### src/rtl/ebf_pkg.sv
// package: register map, field positions and reset values of the extended bus filter config
`default_nettype none
package ebf_pkg;
  localparam logic [7:0]  REG_INDEX_CFG     = 8'h3F;
  localparam logic [7:0]  REG_INDEX_CTRL    = 8'h40;
  localparam logic [9:0]  ADDR_CFG          = {REG_INDEX_CFG, 2'b00};
  localparam logic [9:0]  ADDR_CTRL         = {REG_INDEX_CTRL, 2'b00};
  localparam int          CFG_W             = 16;
  localparam int          POS_OUT_LSB       = 12;
  localparam int          POS_HOLD_PHASE    = 4;
  localparam int          POS_CMP_MATCH     = 2;
  localparam int          POS_CMP_NOMATCH   = 1;
  localparam int          POS_REJECT        = 0;
  localparam int          POS_EXT_BUS       = 0;
  localparam logic [15:0] CFG_WRITE_MASK    = 16'hF017;
  localparam logic [15:0] CFG_RESET_VAL     = 16'h0000;
  localparam logic [1:0]  RESP_OKAY         = 2'b00;
  localparam logic [1:0]  RESP_SLVERR       = 2'b10;
  typedef enum logic [1:0] {
    EBF_RX_IDLE = 2'b00,
    EBF_RX_ADDR = 2'b01,
    EBF_RX_DONE = 2'b11
  } ebf_rx_state_t;
endpackage : ebf_pkg
`default_nettype wire

### src/rtl/ebf_config.sv
// extended bus filter config register with output, hold phase and filter logic
`default_nettype none
// Overview of operation
// Hardware reset clears the register except the four output level bits.
// Software reset leaves the register untouched.
// Software should write the register only while the controller is in software reset.
// Bits 11..5 and 3 are written as zero and read back with no meaning.
// As bus master, bits 15..12 set the levels of the four extended user pins.
// The extended user pins are provided only when extended bus mode is selected.
// Hold phase 0 changes the hold request on the falling edge, 1 on the rising edge.
// Compress-on-match alone asserts packet compress on a CAM hit.
// Compress-on-nomatch alone asserts packet compress on a CAM miss.
// Software never sets both compress bits at once.
// With both compress bits clear the packet compress pin floats.
// Packet compress is never asserted for a broadcast destination.
// Reject-on-match discards CAM-matching frames, otherwise they are accepted.
// Reject-on-match inverts only the CAM decision, not broadcast, promiscuous or multicast.
// With reject and accept-broadcast set, broadcasts pass and other CAM hits drop.
// Packet compress is driven after address compare and held until the frame ends.
module ebf_config
  import ebf_pkg::*;
(
  input  wire logic        clk,
  input  wire logic        srst,
  input  wire logic        soft_reset,
  input  wire logic        bus_master,
  input  wire logic        hold_req,
  input  wire logic        frame_start,
  input  wire logic        addr_done,
  input  wire logic        frame_end,
  input  wire logic        cam_match,
  input  wire logic        dest_broadcast,
  input  wire logic        dest_multicast,
  input  wire logic        accept_broadcast,
  input  wire logic        promiscuous_physical,
  input  wire logic        accept_all_multicast,
  output logic      [3:0]  ext_user_pins,
  output logic             ext_user_pins_oe,
  output logic             hold_rise,
  output logic             hold_fall,
  output logic             packet_compress_out,
  output logic             packet_compress_oe,
  output logic             frame_accept,
  output logic             frame_accept_valid,
  input  wire logic [9:0]  s_axi_awaddr,
  input  wire logic        s_axi_awvalid,
  output logic             s_axi_awready,
  input  wire logic [31:0] s_axi_wdata,
  input  wire logic [3:0]  s_axi_wstrb,
  input  wire logic        s_axi_wvalid,
  output logic             s_axi_wready,
  output logic      [1:0]  s_axi_bresp,
  output logic             s_axi_bvalid,
  input  wire logic        s_axi_bready,
  input  wire logic [9:0]  s_axi_araddr,
  input  wire logic        s_axi_arvalid,
  output logic             s_axi_arready,
  output logic      [31:0] s_axi_rdata,
  output logic      [1:0]  s_axi_rresp,
  output logic             s_axi_rvalid,
  input  wire logic        s_axi_rready
);

  // ----------------------------------------
  // register storage
  // ----------------------------------------
  logic [CFG_W-1:0] cfg_r;
  logic [3:0]       out_lvl_r;
  logic [11:0]      cfg_lo_r;
  logic             wr_cfg_hit;
  logic             wr_ctrl_hit;
  logic             rd_cfg_hit;
  logic             rd_ctrl_hit;
  logic             ext_bus_mode_r;
  logic [9:0]       awaddr_r;
  logic             aw_held_r;
  logic [31:0]      wdata_r;
  logic [3:0]       wstrb_r;
  logic             w_held_r;
  logic             do_write;
  logic [9:0]       wr_addr;
  logic [31:0]      wr_data;
  logic [3:0]       wr_strb;
  logic [15:0]      cfg_nxt;

  assign wr_addr  = aw_held_r ? awaddr_r : s_axi_awaddr;
  assign wr_data  = w_held_r ? wdata_r : s_axi_wdata;
  assign wr_strb  = w_held_r ? wstrb_r : s_axi_wstrb;
  assign do_write = (aw_held_r || (s_axi_awvalid && s_axi_awready))
                 && (w_held_r || (s_axi_wvalid && s_axi_wready));

  // byte-lane merge, reserved bits forced to zero
  function automatic logic [15:0] merge_cfg(input logic [15:0] old_v,
                                            input logic [31:0] d,
                                            input logic [3:0]  s);
    logic [15:0] v;
    v = old_v;
    if (s[0]) begin
      v[7:0] = d[7:0];
    end
    if (s[1]) begin
      v[15:8] = d[15:8];
    end
    merge_cfg = v & CFG_WRITE_MASK;
  endfunction : merge_cfg

  assign cfg_nxt = merge_cfg(cfg_r, wr_data, wr_strb);

  // ----------------------------------------
  // address decode
  // ----------------------------------------
  // index match shared by write, read and response logic
  function automatic logic addr_is(input logic [9:0] a,
                                   input logic [7:0] idx);
    addr_is = (a[9:2] == idx);
  endfunction : addr_is

  assign wr_cfg_hit  = addr_is(wr_addr, REG_INDEX_CFG);
  assign wr_ctrl_hit = addr_is(wr_addr, REG_INDEX_CTRL);
  assign rd_cfg_hit  = addr_is(s_axi_araddr, REG_INDEX_CFG);
  assign rd_ctrl_hit = addr_is(s_axi_araddr, REG_INDEX_CTRL);

  // ----------------------------------------
  // write channel
  // ----------------------------------------
  always_ff @(posedge clk) begin
    if (srst) begin
      aw_held_r     <= 1'b0;
      w_held_r      <= 1'b0;
      awaddr_r      <= 10'h000;
      wdata_r       <= 32'h0000_0000;
      wstrb_r       <= 4'h0;
      s_axi_awready <= 1'b0;
      s_axi_wready  <= 1'b0;
      s_axi_bvalid  <= 1'b0;
      s_axi_bresp   <= RESP_OKAY;
    end else begin
      s_axi_awready <= !aw_held_r && !s_axi_bvalid && !do_write
                    && !(s_axi_awvalid && s_axi_awready);
      s_axi_wready  <= !w_held_r && !s_axi_bvalid && !do_write
                    && !(s_axi_wvalid && s_axi_wready);
      if (s_axi_awvalid && s_axi_awready && !do_write) begin
        aw_held_r <= 1'b1;
        awaddr_r  <= s_axi_awaddr;
      end
      if (s_axi_wvalid && s_axi_wready && !do_write) begin
        w_held_r <= 1'b1;
        wdata_r  <= s_axi_wdata;
        wstrb_r  <= s_axi_wstrb;
      end
      if (do_write) begin
        aw_held_r    <= 1'b0;
        w_held_r     <= 1'b0;
        s_axi_bvalid <= 1'b1;
        s_axi_bresp  <= (wr_cfg_hit || wr_ctrl_hit)
                      ? RESP_OKAY : RESP_SLVERR;
      end else if (s_axi_bvalid && s_axi_bready) begin
        s_axi_bvalid <= 1'b0;
      end
    end
  end

  // ----------------------------------------
  // config storage
  // ----------------------------------------
  // reset-cleared part; soft reset does not touch it
  always_ff @(posedge clk) begin
    if (srst) begin
      cfg_lo_r <= CFG_RESET_VAL[11:0];
    end else if (do_write && wr_cfg_hit) begin
      cfg_lo_r <= cfg_nxt[11:0];
    end
  end

  // output level bits are not reset, unknown until written
  always_ff @(posedge clk) begin
    if (!srst && do_write && wr_cfg_hit) begin
      out_lvl_r <= cfg_nxt[15:12];
    end
  end

  // one view of the whole register for readback and decode
  assign cfg_r = {out_lvl_r, cfg_lo_r};

  // extended bus mode select
  always_ff @(posedge clk) begin
    if (srst) begin
      ext_bus_mode_r <= 1'b0;
    end else if (do_write && wr_ctrl_hit && wr_strb[0]) begin
      ext_bus_mode_r <= wr_data[POS_EXT_BUS];
    end
  end

  // ----------------------------------------
  // read channel
  // ----------------------------------------
  always_ff @(posedge clk) begin
    if (srst) begin
      s_axi_arready <= 1'b0;
      s_axi_rvalid  <= 1'b0;
      s_axi_rdata   <= 32'h0000_0000;
      s_axi_rresp   <= RESP_OKAY;
    end else begin
      s_axi_arready <= !s_axi_rvalid && !(s_axi_arvalid && s_axi_arready);
      if (s_axi_arvalid && s_axi_arready) begin
        s_axi_rvalid <= 1'b1;
        s_axi_rresp  <= RESP_OKAY;
        if (rd_cfg_hit) begin
          s_axi_rdata <= {16'h0000, cfg_r};
        end else if (rd_ctrl_hit) begin
          // status: soft reset level, decision, compress pin, mode bit
          s_axi_rdata <= {27'h0, soft_reset, frame_accept, packet_compress_oe,
                          packet_compress_out, ext_bus_mode_r};
        end else begin
          s_axi_rdata <= 32'h0000_0000;
          s_axi_rresp <= RESP_SLVERR;
        end
      end else if (s_axi_rvalid && s_axi_rready) begin
        s_axi_rvalid <= 1'b0;
      end
    end
  end

  // ----------------------------------------
  // extended user pins and hold phase
  // ----------------------------------------
  always_ff @(posedge clk) begin
    if (srst) begin
      ext_user_pins    <= 4'h0;
      ext_user_pins_oe <= 1'b0;
    end else begin
      ext_user_pins    <= cfg_r[POS_OUT_LSB +: 4];
      ext_user_pins_oe <= bus_master && ext_bus_mode_r;
    end
  end

  always_ff @(posedge clk) begin
    if (srst) begin
      hold_rise <= 1'b0;
      hold_fall <= 1'b0;
    end else begin
      hold_rise <= cfg_r[POS_HOLD_PHASE] && hold_req;
      hold_fall <= !cfg_r[POS_HOLD_PHASE] && hold_req;
    end
  end

  // ----------------------------------------
  // receive filter and packet compress
  // ----------------------------------------
  ebf_rx_state_t rx_state_r;
  logic          compress_hit;
  logic          cam_accept;
  logic          rule_accept;

  assign compress_hit = !dest_broadcast
    && ((cfg_r[POS_CMP_MATCH] && !cfg_r[POS_CMP_NOMATCH] && cam_match)
     || (cfg_r[POS_CMP_NOMATCH] && !cfg_r[POS_CMP_MATCH] && !cam_match));
  assign cam_accept  = cam_match ^ cfg_r[POS_REJECT];
  // promiscuous covers physical destinations only, never group addresses
  assign rule_accept = (dest_broadcast && accept_broadcast)
                    || (promiscuous_physical && !dest_multicast && !dest_broadcast)
                    || (dest_multicast && !dest_broadcast && accept_all_multicast)
                    || (!dest_broadcast && cam_accept);

  always_ff @(posedge clk) begin
    if (srst) begin
      rx_state_r          <= EBF_RX_IDLE;
      packet_compress_out <= 1'b0;
      packet_compress_oe  <= 1'b0;
      frame_accept        <= 1'b0;
      frame_accept_valid  <= 1'b0;
    end else begin
      frame_accept_valid <= 1'b0;
      packet_compress_oe <= cfg_r[POS_CMP_MATCH] || cfg_r[POS_CMP_NOMATCH];
      unique case (rx_state_r)
        EBF_RX_IDLE: begin
          packet_compress_out <= 1'b0;
          if (frame_start) begin
            rx_state_r <= EBF_RX_ADDR;
          end
        end
        EBF_RX_ADDR: begin
          if (frame_end) begin
            rx_state_r <= EBF_RX_IDLE;
          end else if (addr_done) begin
            packet_compress_out <= compress_hit;
            frame_accept        <= rule_accept;
            frame_accept_valid  <= 1'b1;
            rx_state_r          <= EBF_RX_DONE;
          end
        end
        EBF_RX_DONE: begin
          if (frame_end) begin
            packet_compress_out <= 1'b0;
            rx_state_r          <= EBF_RX_IDLE;
          end
        end
        default: begin
          rx_state_r <= EBF_RX_IDLE;
        end
      endcase
    end
  end

endmodule : ebf_config
`default_nettype wire

### config.mk
export PLATFORM = sky130hd
export DESIGN_NAME = ebf_config
export DESIGN_NICKNAME = d
export VERILOG_FILES = /design/src/rtl/ebf_pkg.sv /design/src/rtl/ebf_config.sv
export SDC_FILE = /design/constraint.sdc
export NUM_CORES = 1
export LEC_CHECK = 0
export ABC_AREA = 1
export ABC_CLOCK_PERIOD_IN_PS = 1800
export BUFFER_PORTS_ARGS = -buffer_cell sky130_fd_sc_hd__buf_2
export CAP_MARGIN = 20
export CORE_ASPECT_RATIO = 0.7
export CORE_MARGIN = 4
export CORE_UTILIZATION = 43
export CTS_CLUSTER_SIZE = 12
export DETAILED_ROUTE_END_ITERATION = 10
export PLACE_DENSITY = 0.77
export SETUP_SLACK_MARGIN = 0.15
export SYNTH_ARGS = -nofsm -noshare
export SYNTH_HDL_FRONTEND = slang
export SYNTH_SLANG_ARGS = --single-unit
### constraint.sdc
create_clock -name clk -period 1.8 [get_ports clk]
set_clock_uncertainty 0.2 [all_clocks]
set_input_delay 0 -clock clk [delete_from_list [all_inputs] [get_ports clk]]
set_output_delay 0 -clock clk [all_outputs]
set_load 0.01 [all_outputs]
==> out/summary.txt, run 1 <==
static power due to leakage = 0.00195 uW
required time worst endpoint = 1.64 ns
top library cells by usage in the layout, fill and taps aside = sky130_fd_sc_hd__nand2_1, sky130_fd_sc_hd__buf_2, sky130_fd_sc_hd__dfxtp_1, sky130_fd_sc_hd__nor2_1, sky130_fd_sc_hd__dlygate4sd3_1
total buffers and inverters traversed by the critical path = 1
post-synthesis sequential area ratio = 41.5%
Pins Over Slew Limit = 0
Vias/cell = 4.47
Clock Pin Slew Worst Setup and Hold Paths = 0.07 ns
# DRC = 0
Hold Path Depth = 4
number of sinks driven by the clock tree = 58
final clock period utilization by the worst path = 87.9%
leading cell type in the layout, fill and taps excluded = sky130_fd_sc_hd__nand2_1
overflow left after global routing = 0
number of antenna violations at the first check in global routing = 0
Hold Path End = s_axi_rdata[12]
Detail Placement HPWL = 4.94 mm
highest-delay cell along the critical path = sky130_fd_sc_hd__dfxtp_4
unrepaired setup endpoints after global routing = yes
core area = 6370 um^2
total die area = 8120 um^2
maximum number of pins on one net before global-route repair = 23
hold path startpoint = s_axi_araddr[9]
number of antenna diodes = 0
clock buffers created by TritonCTS = 9
total power density per cell area = 818 nW/um^2
count of distinct cell types in the synthesized netlist = 37
total of buffers placed on input and output ports = 71
die extent in y = 76.6 um
sum of internal, switching and leakage power = 3260 uW
number of fillers in the final layout = 581
routed len/inst = 11.7 um
end of the worst register-to-register path = out_lvl_r[0]
TritonCTS clock tree = yes
global placer's final weighted congestion = 0.774
# rows = 24
horizontal die dimension = 106 um
Max clock buf depth = 2
final number of setup-violating endpoints = 0
via count of the first global-routing pass = 2,555
count of routing violations after the opening detailed-route iteration = 96
average footprint of a synthesized cell = 7.23 um^2
area added between synthesis and finish = 37.7%
critical path start-end classification = reg2reg
total of warnings raised by yosys = 0
number of cells on the worst reg-to-reg path = 6
flip-flop cell with the highest count after synthesis = sky130_fd_sc_hd__dfxtp_1
startpoint types = flop
Crit path max-delay family = simple AND/OR/NAND/NOR gates
effective utilization at floorplan = 45.4%
total area of multi-input combinational cells = 1350 um^2
signal arrival time at the worst endpoint = 1.42 ns
area taken by flip-flops and latches = 1210 um^2
peak clock frequency supported by timing = 632 MHz
endpoint kind of the worst setup timing path = flop
first-pass GRT wire length = 11.9 mm
VDD IR-drop max = 0.000526 V
worst-case hold slack = 0.0917 ns
CP Max Fanout = 5
CP cell instances = buf_4 -> o21ai_2 -> nand2_2 -> nor2_4 -> nand2_2 -> nor2_4
launch point of the worst reg-to-reg path = aw_held_r
#FFs+latches synth = 58
# H-tree levels = 3
count of TritonRoute iterations in the first routing pass = 4
instance count after placement with tap cells included = 561
number of endpoints with negative hold slack in the final report = 0
number of enable flip-flop cells after synthesis = 4
summed negative setup slack over all endpoints = 0 ns
status = complete, no violations
clock latency on the worst-skew pair = 0.33 ns
number of I/O pins = 127
CP peak stage delay = 0.37 ns
antenna-violating nets left = 0
netlist area before placement = 2890 um^2
total number of vias = 2,780
reported max-cap violation count = 0
number of nets at the end of the flow = 604
path category of the worst min-delay check = in2reg
FFs w/ async S/R, synth = 0%
share of post-route cells with drive strength above 1 = 26.9%
wire length after detailed routing = 7.31 mm
Clock Tree Root = sky130_fd_sc_hd__clkbuf_8
final std cells w/o fill = 622
Min Clock Period, post-route = 1.58 ns
cells after synthesis = 400
setup slack of the most critical reg-to-reg path = 0.22 ns
total routing resource utilization after global routing = 18.0%
worst max path at each step:
stage / startpoint / depth (start not counted) / slack [ns] / endpoint
after floorplan: aw_held_r / 7 / 0.16 / out_lvl_r[0]
after global placement: aw_held_r / 7 / 0.14 / out_lvl_r[3]
after detailed placement: aw_held_r / 7 / 0.13 / out_lvl_r[1]
after CTS: w_held_r / 6 / 0.18 / out_lvl_r[0]
after global routing: rx_state_r[1] / 8 / 0.07 / packet_compress_out
final: aw_held_r / 6 / 0.22 / out_lvl_r[0]
cells in the mapped netlist, types with 2 or more instances:
cell                       count  area, um^2
sky130_fd_sc_hd__nand2_1      94         353
sky130_fd_sc_hd__dfxtp_1      54        1080
sky130_fd_sc_hd__nor2_1       48         180
sky130_fd_sc_hd__inv_1        41         154
sky130_fd_sc_hd__buf_4        26         195
sky130_fd_sc_hd__o21ai_1      20         100
sky130_fd_sc_hd__a21oi_1      17        85.1
sky130_fd_sc_hd__o21ai_0      17        85.1
sky130_fd_sc_hd__nand3_1       9        45.0
sky130_fd_sc_hd__inv_2         8        30.0
sky130_fd_sc_hd__nand2_2       8        50.1
sky130_fd_sc_hd__nand4_1       6        37.5
sky130_fd_sc_hd__a211oi_1      4        30.0
sky130_fd_sc_hd__a31oi_1       4        25.0
sky130_fd_sc_hd__clkbuf_1      4        15.0
sky130_fd_sc_hd__edfxtp_1      4         120
sky130_fd_sc_hd__mux2i_1       4        40.0
sky130_fd_sc_hd__nor3_1        4        20.0
sky130_fd_sc_hd__ha_1          3        37.5
sky130_fd_sc_hd__nor2_4        3        33.8
sky130_fd_sc_hd__buf_1         2        7.51
sky130_fd_sc_hd__buf_2         2        10.0
sky130_fd_sc_hd__buf_6         2        22.5
sky130_fd_sc_hd__clkinv_2      2        10.0
sky130_fd_sc_hd__nor3_2        2        20.0
stage by stage:
step | setup WS [ns] | instance area, um^2 | util (%)
floorplan | 0.156 | 2990 | -
global placement | 0.138 | 3280 | 51.5
detailed placement | 0.128 | 3280 | 51.5
CTS | 0.179 | 3910 | 61.4
global route | 0.0725 | 3980 | 62.5
finish | 0.218 | 3980 | 62.5
sequential cells by signal, summed over array words and instances (netlist names), 2 cells and up:
register,cells
s_axi_rdata,9
rx_state_r,2
awaddr_r,8
cfg_lo_r,4
out_lvl_r,4
wdata_r,8
ext_user_pins,4
wstrb_r,2
what timing repair did:
| item | 4_1_cts | 5_1_grt |
|---|---|---|
| pin swaps | 0 | 3 |
| endpoints found under the hold margin | 58 | 0 |
| setup buffers | 0 | 2 |
| resized for setup | 1 | 17 |
| hold buffers | 42 | 0 |
| cloned | 0 | 1 |
| setup endpoints to repair | 8 | 13 |
cell families after synthesis:
kind of cell             count (synthesis)  synth area share (%)
AND/OR/NAND/NOR                        179                  27.1
buffers and inverters                   90                  16.5
AO/OA/AOI/OAI                           64                  11.8
flip-flops                              58                  41.5
multiplexers                             4                  1.38
adder cells (fa/ha/maj)                  3                  1.30
other                                    1                 0.130
XOR/XNOR                                 1                 0.303
where the power goes:
| group | total (uW) | internal [uW] | switching (uW) |
|---|---|---|---|
| Sequential | 1430 | 1380 | 47.9 |
| Clock | 1220 | 707 | 512 |
| Combinational | 611 | 266 | 345 |
worst register-to-register path: stages, from the launching register on:
cell	delay, ns
sky130_fd_sc_hd__dfxtp_4	0.37
sky130_fd_sc_hd__buf_4	0.16
sky130_fd_sc_hd__o21ai_2	0.15
sky130_fd_sc_hd__nand2_2	0.09
sky130_fd_sc_hd__nor2_4	0.12
sky130_fd_sc_hd__nand2_2	0.07
sky130_fd_sc_hd__nor2_4	0.13
layer usage:
layer | up-vias | global-route usage, % | wire length, um
li1 | 1467 | - | -
met5 | - | 0 | 0
met3 | 19 | 5.17 | 427
met1 | 1206 | 22.7 | 3320
met4 | 0 | 6.47 | 161
met2 | 88 | 29.3 | 3400
layout make-up:
cell class	count	area share (%)
sequential	58	30.3
clock inverter	5	1.32
timing repair buffer	128	22.6
clock buffer	11	3.80
multi-input combinational	276	33.9
inverter	53	5.19
tap	91	2.86
Power figures use the tool's default switching activity.
==> run 2: changes to the inputs <==
--- a/config.mk
+++ b/config.mk
@@ -6,12 +6,12 @@
 export NUM_CORES = 1
 export LEC_CHECK = 0
 export ABC_AREA = 1
-export ABC_CLOCK_PERIOD_IN_PS = 1800
+export ABC_CLOCK_PERIOD_IN_PS = 1650
 export BUFFER_PORTS_ARGS = -buffer_cell sky130_fd_sc_hd__buf_2
 export CAP_MARGIN = 20
 export CORE_ASPECT_RATIO = 0.7
 export CORE_MARGIN = 4
-export CORE_UTILIZATION = 43
+export CORE_UTILIZATION = 45
 export CTS_CLUSTER_SIZE = 12
 export DETAILED_ROUTE_END_ITERATION = 10
 export PLACE_DENSITY = 0.77
==> constraint.sdc (replaced) <==
create_clock -name clk -period 1.65 [get_ports clk]
set_clock_uncertainty 0.2 [all_clocks]
set_input_delay 0 -clock clk [delete_from_list [all_inputs] [get_ports clk]]
set_output_delay 0 -clock clk [all_outputs]
set_load 0.01 [all_outputs]
==> out/summary.txt, run 2 (same netlist as run 1, synthesis figures left out) <==
# H-tree levels = 3 (unchanged)
first-pass GRT wire length = 12.4 mm (+4.8%)
final core utilization = 68.5% (+6.0 points)
count of TritonRoute iterations in the first routing pass = 4 (unchanged)
# rows = 24 (unchanged)
endpoint kind of the worst setup timing path = flop
top library cells by usage in the layout, fill and taps aside = sky130_fd_sc_hd__nand2_1, sky130_fd_sc_hd__buf_2, sky130_fd_sc_hd__dfxtp_1, sky130_fd_sc_hd__dlygate4sd3_1, sky130_fd_sc_hd__inv_1
path category of the worst min-delay check = in2reg
via count of the first global-routing pass = 2,739 (+7.2%)
global placer's final weighted congestion = 0.790 (+2.1%)
total die area = 7790 um^2 (-4.1%)
number of nets at the end of the flow = 620 (+2.6%)
number of flip-flops under the largest register name = 9 (unchanged)
unrepaired setup endpoints after global routing = yes
number of endpoints with negative hold slack in the final report = 0 (unchanged)
worst-case hold slack = 0.0286 ns (-0.0631 ns)
fraction of power consumed by sequential logic = 44.4% (+0.6 points)
required time worst endpoint = 1.48 ns (-0.16 ns)
effective utilization at floorplan = 46.5% (+1.1 points)
maximum number of pins on one net before global-route repair = 22 (-4.3%)
# DRC = 0 (unchanged)
total power density per cell area = 826 nW/um^2 (+1.0%)
share of post-route cells with drive strength above 1 = 33.2% (+6.2 points)
wire length after detailed routing = 8.18 mm (+12%)
Vias/cell = 4.75 (+6.3%)
Clock Tree Root = sky130_fd_sc_hd__clkbuf_8
startpoint types = flop
status = complete, no violations
registers with the most flip-flops = s_axi_rdata: 9 flops, awaddr_r: 8 flops, wdata_r: 8 flops
setup slack of the most critical reg-to-reg path = 0.04 ns (-0.18 ns)
instance count after placement with tap cells included = 552 (-1.6%)
total routing resource utilization after global routing = 20.0% (+2.0 points)
core area = 6220 um^2 (-2.4%)
peak clock frequency supported by timing = 621 MHz (-1.8%)
share of total power in combinational logic = 23.3% (+4.5 points)
clock latency on the worst-skew pair = 0.32 ns (about the same)
number of antenna violations at the first check in global routing = 0 (unchanged)
total of buffers placed on input and output ports = 71 (unchanged)
antenna-violating nets left = 0 (unchanged)
clock buffers created by TritonCTS = 9 (unchanged)
count of routing violations after the opening detailed-route iteration = 140 (+46%)
overflow left after global routing = 0 (unchanged)
total number of vias = 2,966 (+6.7%)
routed len/inst = 13.1 um (+12%)
Detail Placement HPWL = 5.08 mm (+2.9%)
area added between synthesis and finish = 47.3%
Net Switching = 1030 uW (+14%)
number of sinks driven by the clock tree = 58 (unchanged)
die extent in y = 75.1 um (-2.0%)
critical path start-end classification = reg2reg
post-route cell area = 4260 um^2 (+7.0%)
Min Clock Period, post-route = 1.61 ns (+0.0282 ns)
Pins Over Slew Limit = 0 (unchanged)
Clock Pin Slew Worst Setup and Hold Paths = 0.06 ns (about the same)
final number of setup-violating endpoints = 0 (unchanged)
cell-internal power = 2490 uW (+5.7%)
final clock period utilization by the worst path = 97.6% (+9.7 points)
Sw Share = 29.4% (+1.6 points)
horizontal die dimension = 104 um (-2.1%)
clock network power share = 32.3% (-5.1 points)
number of antenna diodes = 0 (unchanged)
final std cells w/o fill = 624 (+0.32%)
placement-stage cell area = 3290 um^2 (+0.42%)
signal arrival time at the worst endpoint = 1.44 ns (+0.02 ns)
CP Max Fanout = 8 (+3)
Max clock buf depth = 2 (unchanged)
VDD IR-drop max = 0.000492 V (-6.6%)
number of I/O pins = 127 (unchanged)
register with the most flip-flops = s_axi_rdata
reported max-cap violation count = 0 (unchanged)
TritonCTS clock tree = yes
static power due to leakage = 0.00204 uW (+4.7%)
leading cell type in the layout, fill and taps excluded = sky130_fd_sc_hd__nand2_1
==> run 2: power groups by stage <==
stage	combinational [uW]	sequential, uW	clock [uW]
floorplan	407	1590	0
global placement	556	1580	0
detailed placement	570	1580	0
CTS	713	1560	1160
global route	901	1570	1220
finish	821	1560	1140
==> run 2: repair_timing <==
item,4_1_cts,5_1_grt
resized for setup,30,43
endpoints found under the setup margin,25,34
pin swaps,13,17
endpoints found under the hold margin,55,0
gates cloned,2,0
buffers inserted,5,4
hold buffers,46,0
==> run 2: layer usage <==
| metal | vias up | part of all wire, % | track usage, % |
|---|---|---|---|
| li1 | 1498 | - | - |
| met1 | 1360 | 43 | 24.6 |
| met2 | 102 | 50 | 33.8 |
| met3 | 6 | 6.2 | 6.43 |
| met4 | 0 | 0.94 | 6.78 |
| met5 | - | 0 | 0 |
==> run 2: through the flow <==
stage	TNS, ns	worst slack [ns]	power (uW)
after floorplan	0	0.0187	2000
after global placement	0	0.0601	2130
after detailed placement	0	0.0166	2150
after CTS	0	0.0615	3430
after global routing	-0.153	-0.0274	3690
final	0	0.0401	3520
==> run 2: critical path, cell delays in order (launching register included) <==
cell and delay [ns]:
sky130_fd_sc_hd__dfxtp_4 0.36, sky130_fd_sc_hd__buf_4 0.17, sky130_fd_sc_hd__o21ai_2 0.14, sky130_fd_sc_hd__nand2_2 0.08
sky130_fd_sc_hd__nor2_4 0.13, sky130_fd_sc_hd__nand2_2 0.09, sky130_fd_sc_hd__nor2_4 0.14
==> run 2: final timing paths <==
kind,end,start,depth (start not counted)
setup / recovery,out_lvl_r[2],aw_held_r,6
hold / removal,s_axi_rdata[12],s_axi_araddr[3],6
setup reg to reg,out_lvl_r[2],aw_held_r,6
hold reg to reg,s_axi_awready,s_axi_bvalid,1
==> run 2: area by class of cell <==
| cell class | instances | area [um^2] |
|---|---|---|
| Timing Repair inverter | 1 | 6.26 |
| Clock buffer | 12 | 155 |
| Fill cell | 492 | 1960 |
| Tap cell | 78 | 97.6 |
| Clock inverter | 3 | 15.0 |
| Inverter | 53 | 216 |
| Sequential cell | 58 | 1210 |
| Timing Repair Buffer | 143 | 1060 |
| Multi-Input combinational cell | 276 | 1490 |
==> run 3: changes to the inputs <==
--- a/config.mk
+++ b/config.mk
@@ -9,12 +9,15 @@
 export ABC_CLOCK_PERIOD_IN_PS = 1650
 export BUFFER_PORTS_ARGS = -buffer_cell sky130_fd_sc_hd__buf_2
 export CAP_MARGIN = 20
+export CELL_PAD_IN_SITES_DETAIL_PLACEMENT = 1
+export CELL_PAD_IN_SITES_GLOBAL_PLACEMENT = 1
 export CORE_ASPECT_RATIO = 0.7
 export CORE_MARGIN = 4
-export CORE_UTILIZATION = 45
+export CORE_UTILIZATION = 32
+export CTS_CLUSTER_DIAMETER = 100
 export CTS_CLUSTER_SIZE = 12
 export DETAILED_ROUTE_END_ITERATION = 10
-export PLACE_DENSITY = 0.77
+export PLACE_DENSITY_LB_ADDON = 0.1
 export SETUP_SLACK_MARGIN = 0.15
 export SYNTH_ARGS = -nofsm -noshare
 export SYNTH_HDL_FRONTEND = slang
==> out/summary.txt, run 3 (same netlist as run 1, synthesis figures left out) <==
clock latency on the worst-skew pair = 0.33 ns (about the same)
overflow left after global routing = 0 (unchanged)
number of nets at the end of the flow = 619 (-0.16%)
Max clock buf depth = 2 (unchanged)
failing checks = negative hold slack
Vias/cell = 4.43 (-6.9%)
endpoint kind of the worst setup timing path = flop
first-pass GRT wire length = 14.9 mm (+20%)
# rows = 28 (+17%)
core area = 8620 um^2 (+39%)
# DRC = 0 (unchanged)
clock buffers created by TritonCTS = 9 (unchanged)
area added between synthesis and finish = 57.3%
total of buffers placed on input and output ports = 71 (unchanged)
critical path start-end classification = reg2reg
register with the most flip-flops = s_axi_rdata
number of fillers in the final layout = 1,081 (+120%)
via count of the first global-routing pass = 3,039 (+11%)
static power due to leakage = 0.00213 uW (+4.8%)
Net Switching = 1220 uW (+18%)
summed negative setup slack over all endpoints = 0 ns (unchanged)
status = finished with violations
routed len/inst = 14.0 um (+7.1%)
unrepaired setup endpoints after global routing = yes
final clock period utilization by the worst path = 98.9% (+1.3 points)
CP Max Fanout = 6 (-2)
number of endpoints with negative hold slack in the final report = 2 (+2)
horizontal die dimension = 122 um (+17%)
total number of vias = 2,948 (-0.61%)
number of antenna violations at the first check in global routing = 0 (unchanged)
share of post-route cells with drive strength above 1 = 35.7% (+2.6 points)
cell-internal power = 3090 uW (+24%)
signal arrival time at the worst endpoint = 1.46 ns (+0.02 ns)
final number of setup-violating endpoints = 0 (unchanged)
reported max-cap violation count = 0 (unchanged)
wire length after detailed routing = 9.35 mm (+14%)
registers with the most flip-flops = s_axi_rdata: 9 flops, awaddr_r: 8 flops, wdata_r: 8 flops
Sw Share = 28.2% (-1.1 points)
sum of internal, switching and leakage power = 4310 uW (+22%)
number of sinks driven by the clock tree = 58 (unchanged)
# H-tree levels = 3 (unchanged)
total die area = 10,600 um^2 (+37%)
Pins Over Slew Limit = 0 (unchanged)
total power density per cell area = 947 nW/um^2 (+15%)
path category of the worst min-delay check = in2reg
number of flip-flops under the largest register name = 9 (unchanged)
antenna-violating nets left = 0 (unchanged)
maximum number of pins on one net before global-route repair = 19 (-14%)
global placer's final weighted congestion = 0.751 (-5.0%)
total of hold buffers inserted after clock tree synthesis = 42 (-8.7%)
number of I/O pins = 127 (unchanged)
share of total power in combinational logic = 21.0% (-2.3 points)
effective utilization at floorplan = 33.6% (-13 points)
Detail Placement HPWL = 6.22 mm (+22%)
startpoint types = flop
die extent in y = 87.5 um (+17%)
worst-case hold slack = -0.0314 ns (-0.0600 ns)
Min Clock Period, post-route = 1.63 ns (+0.0218 ns)
number of antenna diodes = 0 (unchanged)
count of routing violations after the opening detailed-route iteration = 95 (-32%)
required time worst endpoint = 1.48 ns (about the same)
total routing resource utilization after global routing = 17.8% (-2.1 points)
Clock Pin Slew Worst Setup and Hold Paths = 0.05 ns (about the same)
TritonCTS clock tree = yes
peak clock frequency supported by timing = 613 MHz (-1.3%)
clock network power share = 42.6% (+10 points)
Clock Tree Root = sky130_fd_sc_hd__clkbuf_16
VDD IR-drop max = 0.000625 V (+27%)
fraction of power consumed by sequential logic = 36.4% (-8.0 points)
count of TritonRoute iterations in the first routing pass = 4 (unchanged)
top library cells by usage in the layout, fill and taps aside = sky130_fd_sc_hd__nand2_1, sky130_fd_sc_hd__buf_2, sky130_fd_sc_hd__dfxtp_1, sky130_fd_sc_hd__dlygate4sd3_1
==> run 3: final timing paths <==
kind                       start              to  slack, ns  cells past startpoint
hold reg to reg   s_axi_bresp[1]  s_axi_bresp[1]       0.26                      2
setup reg to reg       aw_held_r    out_lvl_r[3]       0.02                      8
setup / recovery       aw_held_r    out_lvl_r[3]       0.02                      8
hold / removal     s_axi_awvalid   s_axi_awready      -0.03                      5
==> run 3: cell type report <==
cell class / count / area, um^2 / area share, %
clock buffer: 10 / 229 / 5.03
clock inverter: 6 / 66.3 / 1.46
inverter: 53 / 219 / 4.81
multi-input combinational: 276 / 1560 / 34.4
sequential: 58 / 1220 / 26.8
tap: 120 / 150 / 3.30
timing repair buffer: 143 / 1100 / 24.3
==> run 3: power by group through the flow <==
stage	clock, uW	sequential, uW	combinational [uW]
finish	1830	1570	905
global route	1950	1580	996
CTS	1890	1560	768
detailed placement	0	1600	616
global placement	0	1590	602
floorplan	0	1590	407
==> run 3: worst max-delay path: stages, from the launching register on <==
cell and delay, ns:
sky130_fd_sc_hd__dfxtp_4 0.37, sky130_fd_sc_hd__clkinv_4 0.07, sky130_fd_sc_hd__buf_12 0.13, sky130_fd_sc_hd__nand2_2 0.06, sky130_fd_sc_hd__nand2_2 0.06, sky130_fd_sc_hd__nand2_2 0.06
sky130_fd_sc_hd__nor2_4 0.15, sky130_fd_sc_hd__nand2_2 0.10, sky130_fd_sc_hd__nor2_4 0.13
==> run 3: repair_timing <==
| item | CTS | global route |
|---|---|---|
| buffers inserted | 5 | 3 |
| endpoints found under the hold margin | 56 | 1 |
| gates cloned | 1 | 0 |
| gates resized for setup | 28 | 71 |
| pin swaps | 8 | 33 |
| setup endpoints to repair | 32 | 33 |
==> run 3: layer usage <==
layer / routed length (um) / global-route usage (%) / vias to the layer above
li1: - / - / 1504
met1: 4530 / 24.3 / 1358
met2: 4220 / 28.5 / 79
met3: 504 / 4.33 / 7
met4: 89 / 4.88 / 0
met5: 0 / 0 / -
==> run 3: per-stage QoR <==
stage	setup WS, ns	utilization, %	hold slack (ns)	instance area, um^2	instances
5_1_grt	-0.0525	52.8	-0.0194	4550	666
3_5_place_dp	-0.248	39.7	0.0483	3420	599
3_3_place_gp	-0.178	39.7	0.0397	3420	599
4_1_cts	0.0222	49.9	-0.0647	4300	663
6_report	0.0183	52.8	-0.0314	4550	666
2_1_floorplan	0.0187	-	-0.0793	2990	424
